[config.mk]
export PLATFORM = sky130hd
export DESIGN_NAME = fw_dl_device_flat
export DESIGN_NICKNAME = d
export VERILOG_FILES = /design/src/verilog/fw_dl_pkg.sv /design/src/verilog/fw_dl_if.sv /design/src/verilog/fw_dl_device.sv /design/src/flat_wrapper.sv
export SDC_FILE = /design/constraint.sdc
export NUM_CORES = 2
export LEC_CHECK = 0
export BUFFER_PORTS_ARGS = -buffer_cell sky130_fd_sc_hd__buf_2
export CAP_MARGIN = 25
export CORE_UTILIZATION = 60
export DETAILED_ROUTE_END_ITERATION = 7
export GPL_TIMING_DRIVEN = 0
export PLACE_DENSITY_LB_ADDON = 0.08
export SYNTH_ARGS = -nofsm -noshare
export SYNTH_HDL_FRONTEND = slang
export SYNTH_SLANG_ARGS = --single-unit
[constraint.sdc]
create_clock -name ref_clk_i -period 5.8 [get_ports ref_clk_i]
set_input_delay 0.87 -clock ref_clk_i [delete_from_list [all_inputs] [get_ports ref_clk_i]]
set_output_delay 0.87 -clock ref_clk_i [all_outputs]
set_load 0.1 [all_outputs]
[src/verilog/fw_dl_pkg.sv]
package fw_dl_pkg;

    // Mode field values (5 bits)
    localparam logic [4:0] MODE_TEMP      = 5'h04;
    localparam logic [4:0] MODE_SAVE      = 5'h05;
    localparam logic [4:0] MODE_SEGMENT   = 5'h07;
    localparam logic [4:0] MODE_ECHO      = 5'h0A;
    localparam logic [4:0] MODE_DEFER     = 5'h0E;
    localparam logic [4:0] MODE_ACTIVATE  = 5'h0F;
    localparam logic [4:0] MODE_EXPANDER  = 5'h1A;

    localparam logic [7:0] BUF_ID_MAIN    = 8'h00;
    localparam logic [23:0] OFFSET_ZERO   = 24'h00_0000;
    localparam logic [23:0] LEN_ZERO      = 24'h00_0000;
    // Bytes carried by one data word
    localparam logic [23:0] WORD_BYTES    = 24'h00_0004;
    // Segment lengths must be a multiple of 4 KiB: low 12 bits zero
    localparam int          SEG_ALIGN_BITS = 12;
    localparam logic [11:0] SEG_ALIGN_MASK = 12'hFFF;
    // Echo data arrives in 4-byte words: low 2 bits zero
    localparam logic [1:0]  WORD_ALIGN_MASK = 2'h3;

    // Default data set size for the temporary download (arbitrary)
    localparam logic [23:0] DATA_SET_SIZE = 24'h01_0000;

    // Status and sense
    localparam logic [7:0] STATUS_GOOD    = 8'h00;
    localparam logic [7:0] STATUS_CHECK   = 8'h02;
    localparam logic [3:0] SENSE_NONE     = 4'h0;
    localparam logic [3:0] SENSE_ILLEGAL  = 4'h5;
    localparam logic [7:0] ASC_NONE       = 8'h00;
    localparam logic [7:0] ASC_INV_FIELD  = 8'h24;

    // Initiator count for unit attentions
    localparam int          NUM_INIT  = 4;
    localparam int          INIT_W    = 2;

    // Echo buffer: 64 words of 32 bits in flip-flops
    localparam int          ECHO_DEPTH = 64;
    localparam int          ECHO_AW    = 6;

    // Host guard time for a saved update
    localparam int          SAVE_TIMEOUT_S = 30;
    localparam longint      CLK_HZ         = 64'd200_000_000;
    localparam longint      SAVE_TIMEOUT_CYC = SAVE_TIMEOUT_S * CLK_HZ;

    typedef enum logic [2:0] {
        ST_IDLE  = 3'b000,
        ST_CHECK = 3'b001,
        ST_DATA  = 3'b011,
        ST_DONE  = 3'b010,
        ST_RESP  = 3'b110
    } dev_state_t;

    typedef enum logic [1:0] {
        HS_IDLE = 2'b00,
        HS_CMD  = 2'b01,
        HS_DATA = 2'b11,
        HS_WAIT = 2'b10
    } host_state_t;

endpackage
[src/verilog/fw_dl_if.sv]
`timescale 1ns/1ps
`default_nettype none
interface fw_dl_if;
    import fw_dl_pkg::*;
    logic              cmd_valid;
    logic              cmd_ready;
    logic [4:0]        cmd_mode;
    logic [7:0]        cmd_buf_id;
    logic [23:0]       cmd_offset;
    logic [23:0]       cmd_len;
    logic [INIT_W-1:0] cmd_init;
    logic              dat_valid;
    logic              dat_ready;
    logic [31:0]       dat_word;
    logic              rsp_valid;
    logic [7:0]        rsp_status;
    logic [3:0]        rsp_key;
    logic [7:0]        rsp_asc;

    modport dev
    (
        input  cmd_valid, cmd_mode, cmd_buf_id, cmd_offset, cmd_len, cmd_init,
        input  dat_valid, dat_word,
        output cmd_ready, dat_ready, rsp_valid, rsp_status, rsp_key, rsp_asc
    );
    modport host
    (
        output cmd_valid, cmd_mode, cmd_buf_id, cmd_offset, cmd_len, cmd_init,
        output dat_valid, dat_word,
        input  cmd_ready, dat_ready, rsp_valid, rsp_status, rsp_key, rsp_asc
    );
endinterface
`default_nettype wire

[src/verilog/fw_dl_device.sv]
`timescale 1ns/1ps
`default_nettype none
module fw_dl_device
    import fw_dl_pkg::*;
(
    // Clock and reset
    input  wire logic              ref_clk_i,
    input  wire logic              rst_b_i,
    // Link to initiator
    fw_dl_if.dev                   link,
    // Drive events
    input  wire logic              power_on_i,
    input  wire logic              self_reset_i,
    input  wire logic [23:0]       file_len_i,
    output logic                   code_write_o,
    output logic [31:0]            code_word_o,
    output logic                   run_temp_o,
    output logic                   save_commit_o,
    output logic                   self_reset_req_o,
    output logic                   deferred_pending_o,
    output logic                   activate_o,
    output logic [NUM_INIT-1:0]    unit_attn_o,
    output logic [23:0]            seg_bytes_o,
    output logic [31:0]            echo_rd_data_o,
    input  wire logic [ECHO_AW-1:0] echo_rd_addr_i
);

    dev_state_t        state;
    logic [4:0]        mode;
    logic [23:0]       len;
    logic [23:0]       left;
    logic [INIT_W-1:0] init;
    logic              bad;
    logic              seg_restart;
    logic              after_check;
    logic [ECHO_AW-1:0] echo_ptr;
    logic [31:0]       echo_mem [ECHO_DEPTH];
    logic              code_ok;

    function automatic logic is_echo(input logic [4:0] m);
        is_echo = (m == MODE_ECHO) || (m == MODE_EXPANDER);
    endfunction

    function automatic logic is_code(input logic [4:0] m);
        is_code = (m == MODE_TEMP) || (m == MODE_SAVE) || (m == MODE_SEGMENT)
                  || (m == MODE_DEFER);
    endfunction

    // Field checks for a freshly accepted command
    function automatic logic field_bad(input logic [4:0] m, input logic [7:0] id,
                                       input logic [23:0] off, input logic [23:0] l);
        unique case (m)
            MODE_TEMP:     field_bad = (id != BUF_ID_MAIN)
                                       || (off != OFFSET_ZERO)
                                       || (l != LEN_ZERO && l != DATA_SET_SIZE);
            MODE_SAVE:     field_bad = 1'b0;
            MODE_SEGMENT:  field_bad = (l[SEG_ALIGN_BITS-1:0] & SEG_ALIGN_MASK) != 12'h000;
            MODE_ECHO,
            MODE_EXPANDER: field_bad = (l[1:0] & WORD_ALIGN_MASK) != 2'h0;
            MODE_DEFER:    field_bad = 1'b0;
            MODE_ACTIVATE: field_bad = 1'b0;
            default:       field_bad = 1'b1;
        endcase
    endfunction

    assign link.cmd_ready = (state == ST_IDLE);
    assign link.dat_ready = (state == ST_DATA);
    // High when this segment brings the running count up to the whole file
    assign code_ok        = (seg_bytes_o + len == file_len_i);

    always_ff @(posedge ref_clk_i)
    begin
        if (!rst_b_i)
        begin
            state <= ST_IDLE;
            mode  <= MODE_ECHO;
            len   <= LEN_ZERO;
            left  <= LEN_ZERO;
            init  <= '0;
            bad   <= 1'b0;
        end
        else
        begin
            unique case (state)
                ST_IDLE:
                    if (link.cmd_valid)
                    begin
                        mode  <= link.cmd_mode;
                        len   <= link.cmd_len;
                        left  <= link.cmd_len;
                        init  <= link.cmd_init;
                        bad   <= field_bad(link.cmd_mode, link.cmd_buf_id,
                                           link.cmd_offset, link.cmd_len);
                        state <= ST_CHECK;
                    end
                ST_CHECK:
                    if (bad || mode == MODE_ACTIVATE || left == LEN_ZERO)
                        state <= ST_DONE;
                    else
                        state <= ST_DATA;
                ST_DATA:
                    if (link.dat_valid)
                    begin
                        if (left <= WORD_BYTES)
                        begin
                            left  <= LEN_ZERO;
                            state <= ST_DONE;
                        end
                        else
                            left <= left - WORD_BYTES;
                    end
                ST_DONE:
                    state <= ST_RESP;
                ST_RESP:
                    state <= ST_IDLE;
            endcase
        end
    end

    // Response, a one-cycle pulse
    always_ff @(posedge ref_clk_i)
    begin
        if (!rst_b_i)
        begin
            link.rsp_valid  <= 1'b0;
            link.rsp_status <= STATUS_GOOD;
            link.rsp_key    <= SENSE_NONE;
            link.rsp_asc    <= ASC_NONE;
        end
        else
        begin
            link.rsp_valid  <= (state == ST_DONE);
            if (state == ST_DONE)
            begin
                link.rsp_status <= bad ? STATUS_CHECK : STATUS_GOOD;
                link.rsp_key    <= bad ? SENSE_ILLEGAL : SENSE_NONE;
                link.rsp_asc    <= bad ? ASC_INV_FIELD : ASC_NONE;
            end
        end
    end

    // Code stream out to control memory or flash
    always_ff @(posedge ref_clk_i)
    begin
        if (!rst_b_i)
        begin
            code_write_o <= 1'b0;
            code_word_o  <= 32'h0000_0000;
        end
        else
        begin
            code_write_o <= (state == ST_DATA) && link.dat_valid && is_code(mode);
            if ((state == ST_DATA) && link.dat_valid)
                code_word_o <= link.dat_word;
        end
    end

    // Echo buffer; only echo and expander commands write it, so contents hold otherwise
    always_ff @(posedge ref_clk_i)
    begin
        if (!rst_b_i)
            echo_ptr <= '0;
        else if (state == ST_CHECK)
            echo_ptr <= '0;
        else if ((state == ST_DATA) && link.dat_valid && is_echo(mode))
            echo_ptr <= echo_ptr + 1'b1;
    end

    always_ff @(posedge ref_clk_i)
    begin
        if ((state == ST_DATA) && link.dat_valid && is_echo(mode))
            echo_mem[echo_ptr] <= link.dat_word;
        echo_rd_data_o <= echo_mem[echo_rd_addr_i];
    end

    // Segmented and deferred byte count and restart tracking
    always_ff @(posedge ref_clk_i)
    begin
        if (!rst_b_i)
        begin
            seg_bytes_o <= LEN_ZERO;
            after_check <= 1'b0;
        end
        else if (state == ST_DONE)
        begin
            if (bad)
            begin
                seg_bytes_o <= LEN_ZERO;
                after_check <= (mode == MODE_SEGMENT);
            end
            else if (mode == MODE_SEGMENT)
            begin
                seg_bytes_o <= code_ok ? LEN_ZERO : seg_bytes_o + len;
                after_check <= 1'b0;
            end
            else if (mode == MODE_DEFER)
                seg_bytes_o <= LEN_ZERO;
        end
        else if (state == ST_CHECK && seg_restart)
            seg_bytes_o <= LEN_ZERO;
    end

    assign seg_restart = (mode == MODE_SEGMENT) && after_check;

    // Completion effects
    always_ff @(posedge ref_clk_i)
    begin
        if (!rst_b_i)
        begin
            run_temp_o       <= 1'b0;
            save_commit_o    <= 1'b0;
            self_reset_req_o <= 1'b0;
            unit_attn_o      <= '0;
        end
        else
        begin
            save_commit_o    <= 1'b0;
            self_reset_req_o <= 1'b0;
            unit_attn_o      <= '0;
            if (power_on_i)
                run_temp_o <= 1'b0;
            if (state == ST_DONE && !bad && len != LEN_ZERO)
            begin
                if (mode == MODE_TEMP)
                    run_temp_o <= 1'b1;
                if (mode == MODE_SAVE
                    || (mode == MODE_SEGMENT && code_ok))
                begin
                    save_commit_o    <= 1'b1;
                    self_reset_req_o <= 1'b1;
                end
                if (is_code(mode) && mode != MODE_DEFER)
                    unit_attn_o <= ~(NUM_INIT'(1) << init);
            end
        end
    end

    // Deferred code pending and activation
    always_ff @(posedge ref_clk_i)
    begin
        if (!rst_b_i)
        begin
            deferred_pending_o <= 1'b0;
            activate_o         <= 1'b0;
        end
        else
        begin
            activate_o <= 1'b0;
            if (state == ST_DONE && !bad && mode == MODE_DEFER && len != LEN_ZERO)
                deferred_pending_o <= 1'b1;
            else if (deferred_pending_o && (power_on_i || self_reset_i
                     || (state == ST_DONE && mode == MODE_ACTIVATE)))
            begin
                deferred_pending_o <= 1'b0;
                activate_o         <= 1'b1;
            end
        end
    end

endmodule
`default_nettype wire

[src/flat_wrapper.sv]
// flat-port wrapper written by rule: the top's interface ports become plain ports
module fw_dl_device_flat import fw_dl_pkg::*;
  (ref_clk_i, rst_b_i, power_on_i, self_reset_i, file_len_i, code_write_o, code_word_o, run_temp_o, save_commit_o, self_reset_req_o, deferred_pending_o, activate_o, unit_attn_o, seg_bytes_o, echo_rd_data_o, echo_rd_addr_i, link_cmd_valid, link_cmd_mode, link_cmd_buf_id, link_cmd_offset, link_cmd_len, link_cmd_init, link_dat_valid, link_dat_word, link_cmd_ready, link_dat_ready, link_rsp_valid, link_rsp_status, link_rsp_key, link_rsp_asc);
  fw_dl_if link_i ();
  input  wire logic ref_clk_i;
  input  wire logic rst_b_i;
  input  wire logic power_on_i;
  input  wire logic self_reset_i;
  input  wire logic [23:0] file_len_i;
  output logic code_write_o;
  output logic [31:0] code_word_o;
  output logic run_temp_o;
  output logic save_commit_o;
  output logic self_reset_req_o;
  output logic deferred_pending_o;
  output logic activate_o;
  output logic [NUM_INIT-1:0] unit_attn_o;
  output logic [23:0] seg_bytes_o;
  output logic [31:0] echo_rd_data_o;
  input  wire logic [ECHO_AW-1:0] echo_rd_addr_i;
  input wire logic [$bits(link_i.cmd_valid)-1:0] link_cmd_valid;
  input wire logic [$bits(link_i.cmd_mode)-1:0] link_cmd_mode;
  input wire logic [$bits(link_i.cmd_buf_id)-1:0] link_cmd_buf_id;
  input wire logic [$bits(link_i.cmd_offset)-1:0] link_cmd_offset;
  input wire logic [$bits(link_i.cmd_len)-1:0] link_cmd_len;
  input wire logic [$bits(link_i.cmd_init)-1:0] link_cmd_init;
  input wire logic [$bits(link_i.dat_valid)-1:0] link_dat_valid;
  input wire logic [$bits(link_i.dat_word)-1:0] link_dat_word;
  output wire logic [$bits(link_i.cmd_ready)-1:0] link_cmd_ready;
  output wire logic [$bits(link_i.dat_ready)-1:0] link_dat_ready;
  output wire logic [$bits(link_i.rsp_valid)-1:0] link_rsp_valid;
  output wire logic [$bits(link_i.rsp_status)-1:0] link_rsp_status;
  output wire logic [$bits(link_i.rsp_key)-1:0] link_rsp_key;
  output wire logic [$bits(link_i.rsp_asc)-1:0] link_rsp_asc;
  assign link_i.cmd_valid = link_cmd_valid;
  assign link_i.cmd_mode = link_cmd_mode;
  assign link_i.cmd_buf_id = link_cmd_buf_id;
  assign link_i.cmd_offset = link_cmd_offset;
  assign link_i.cmd_len = link_cmd_len;
  assign link_i.cmd_init = link_cmd_init;
  assign link_i.dat_valid = link_dat_valid;
  assign link_i.dat_word = link_dat_word;
  assign link_cmd_ready = link_i.cmd_ready;
  assign link_dat_ready = link_i.dat_ready;
  assign link_rsp_valid = link_i.rsp_valid;
  assign link_rsp_status = link_i.rsp_status;
  assign link_rsp_key = link_i.rsp_key;
  assign link_rsp_asc = link_i.rsp_asc;
  fw_dl_device u_core (.ref_clk_i(ref_clk_i), .rst_b_i(rst_b_i), .link(link_i), .power_on_i(power_on_i), .self_reset_i(self_reset_i), .file_len_i(file_len_i), .code_write_o(code_write_o), .code_word_o(code_word_o), .run_temp_o(run_temp_o), .save_commit_o(save_commit_o), .self_reset_req_o(self_reset_req_o), .deferred_pending_o(deferred_pending_o), .activate_o(activate_o), .unit_attn_o(unit_attn_o), .seg_bytes_o(seg_bytes_o), .echo_rd_data_o(echo_rd_data_o), .echo_rd_addr_i(echo_rd_addr_i));
endmodule
==> impl_metrics.tcl <==
set metrics [dict create \
    clk_latency_ps 840 \
    vdd_drop_max_v 0.000372 \
    cp_data_required_time_ps 6490 \
    tritoncts "done" \
    synth_seq_cells 2213 \
    synth_top_area_frac 0.714 \
    crit_path_max_fanout 10 \
    core-area_um2 142000 \
    rsz0062_at_grt "no" \
    ctsRootBufferMaster "clkbuf_16" \
    rows 138 \
    drc 0 \
    worstPathArrival_ps 5300 \
    cts_hold_repair.buffers 0 \
    slew_headroom 0.262 \
    netlist_instances 4000 \
    synthesis.area_um2 86100 \
    grt_usage 0.326 \
    routed_wl_mm 233 \
    power.total_mw 34.2 \
    synth_largest_area_cell "edfxtp_1" \
    wl_per_cell_um 34.8 \
    synth_area_leaders "edfxtp_1, mux4_2, dfxtp_1, nand2_1, clkbuf_1" \
    vias 44533 \
    die_w_um 381 \
    die_h_um 381 \
    synth_top_flop_cell "edfxtp_1" \
    cp-start-kind "register" \
    clock-skew-final_ps 26.7 \
    synthTopCellsByCount "edfxtp_1, mux4_2, nand2_1, dfxtp_1, clkbuf_1" \
    antenna_found_initial 15 \
    drt-initial-drc-count 6190 \
    syn_to_final_growth_pct 16.0 \
    p_leak_nw 32.0 \
    async_reset_ff_frac 0 \
    synth.distinct_cells 75 \
    dpl_worst_slack_ps 252 \
    io_buffers 230 \
    synth-edff-count 2048 \
    end_kind "register" \
    first_global_vias 43932 \
    min_period_over_period 0.795 \
    synth_warnings 0 \
    cellPowerDensity_nw_per_um2 343 \
    numCtsBuffers 212 \
    slew_viol_final 0 \
    status "complete, no violations" \
    tightest_slew_ps 1110 \
    path_cells "ha_1 > buf_4 > a21oi_2 > o221ai_1 > a31oi_1 > nand2_1 > xor3_1 > nor4_1 > nand4_1 > or4_4 > nand2_1 > buf_2 > o21ai_0" \
    grt_pass1_wl_mm 327 \
    drive_above_1_share 0.310 \
    htreeDepth 4 \
    numClockSinks 2213 \
    holdWs_ps 277 \
    dpl.hpwl_mm 158 \
    ant_nets 0 \
    worst-setup-path-type "reg2reg" \
    ios 252 \
    globalRouteOverflowTotal 0 \
    grt_max_degree 66 \
    drv_cap 0 \
    path_clk_slew_ps 60 \
    final_util 0.704 \
    finalSetupViolCount 0 \
    die-area_um2 145000 \
    yosysSeqAreaShare 0.752 \
    cts_setup_buffers 0 \
    hold_path.class "in2reg" \
    finalWorstSetupSlack_ps 1190 \
    firstDrtPassIters 5 \
    fin_nets 4778 \
    initial_core_util 0.607 \
    cts.path.max_buffers 3 \
    yosysMostFrequentCell "edfxtp_1" \
    syn_avg_cell_area_um2 21.5 \
    ctsResizeCount 0 \
    clock.fmax_mhz 217 \
    max_stage_delay_ps 570 \
    slowest_stage "or4_4" \
    vias_per_cell 6.65 \
    fillers 8639 \
    finalCriticalPeriod_ps 4610 \
    finalHoldViolCount 0 \
    cpMostUsedCell "nand2_1" \
    gp_congestion 0.925 \
]
[placed cells by master, fill, tap and decap left out, drive strengths merged, types with 19 or more instances in the layout]
master	instances
clkinv	85
nand2	204
dfxtp	165
o21ai	62
xnor2	22
ha	27
xor2	20
buf	483
mux4	668
inv	31
a21boi	66
a21oi	55
nor4	31
edfxtp	2048
clkbuf	422
nor3	19
nor2	120
[layout make-up]
type,count,area [µm²],area share
Clock inverter,111,836,0.00837
Timing Repair Buffer,391,4230,0.0423
Antenna cell,8,20.0,0.000200
Clock buffer,280,5760,0.0576
Sequential cell,2213,64800,0.649
Inverter,24,90.1,0.000902
Buffer,234,992,0.00993
Multi-Input combinational cell,1543,20800,0.208
Tap cell,1890,2360,0.0237
[through the flow]
stage | instance area (µm²) | instances | setup TNS (ps)
2_1_floorplan | 86200 | 4014 | 0
4_1_cts | 99400 | 6658 | 0
6_report | 99900 | 6694 | 0
3_3_place_gp | 89700 | 6134 | -876520
5_1_grt | 99900 | 6688 | 0
3_5_place_dp | 92800 | 6267 | 0
[metal layers]
layer	track usage	vias to the layer above	wire [µm]
li1	-	17974	-
met1	0.468	23595	89200
met2	0.505	2611	111000
met3	0.0690	351	23800
met4	0.115	2	8730
met5	0	-	7
[worst paths after layout]
kind / slack [ps] / cells past startpoint / to / start
setup / recovery: 1190 / 13 / u_core.seg_bytes_o[17] / u_core.seg_bytes_o[7]
setup reg to reg: 1190 / 13 / u_core.seg_bytes_o[17] / u_core.seg_bytes_o[7]
hold / removal: 280 / 3 / u_core.mode[3] / link_cmd_mode[3]
hold reg to reg: 460 / 2 / u_core.code_word_o[15] / u_core.code_word_o[15]
[power by group]
part	leakage [nW]	total (mW)	internal, mW	switching, mW
logic	9.03	3.33	1.11	2.22
clock network	3.22	13.2	7.33	5.84
registers	19.8	17.7	17.6	0.161
total	32.0	34.2	26.0	8.22
[registers in the layout (all words and copies together) (netlist names), 2 cells and up]
signal	flops
u_core.echo_rd_data_o	32
u_core.len	24
u_core.left	24
u_core.code_word_o	32
u_core.seg_bytes_o	24
u_core.echo_ptr	6
u_core.state	3
u_core.mode	5
u_core.init	2
u_core.echo_mem	2048
u_core.unit_attn_o	4
[cell families (layout without fill, tap and decap cells)]
kind of cell,Yosys count,in the layout,share of synthesized area
buf+inv,258,1040,0.0125
simple gates,484,484,0.0259
other cells,1,23,0.0000435
fa+ha+maj,28,28,0.00415
compound gates,286,286,0.0224
flops,2213,2213,0.752
mux,679,679,0.176
xor+xnor,51,51,0.00665
[critical path, delay by kind of cell, from the launching register on]
family	cells	cell delay (ps)
AND/OR/NAND/NOR	5	1750
flip-flops	1	470
AO/OA/AOI/OAI	4	1240
XOR/XNOR	1	230
buffers and inverters	2	480
adder cells (fa/ha/maj)	1	280
No activity file was read; power rests on OpenSTA's default activity.
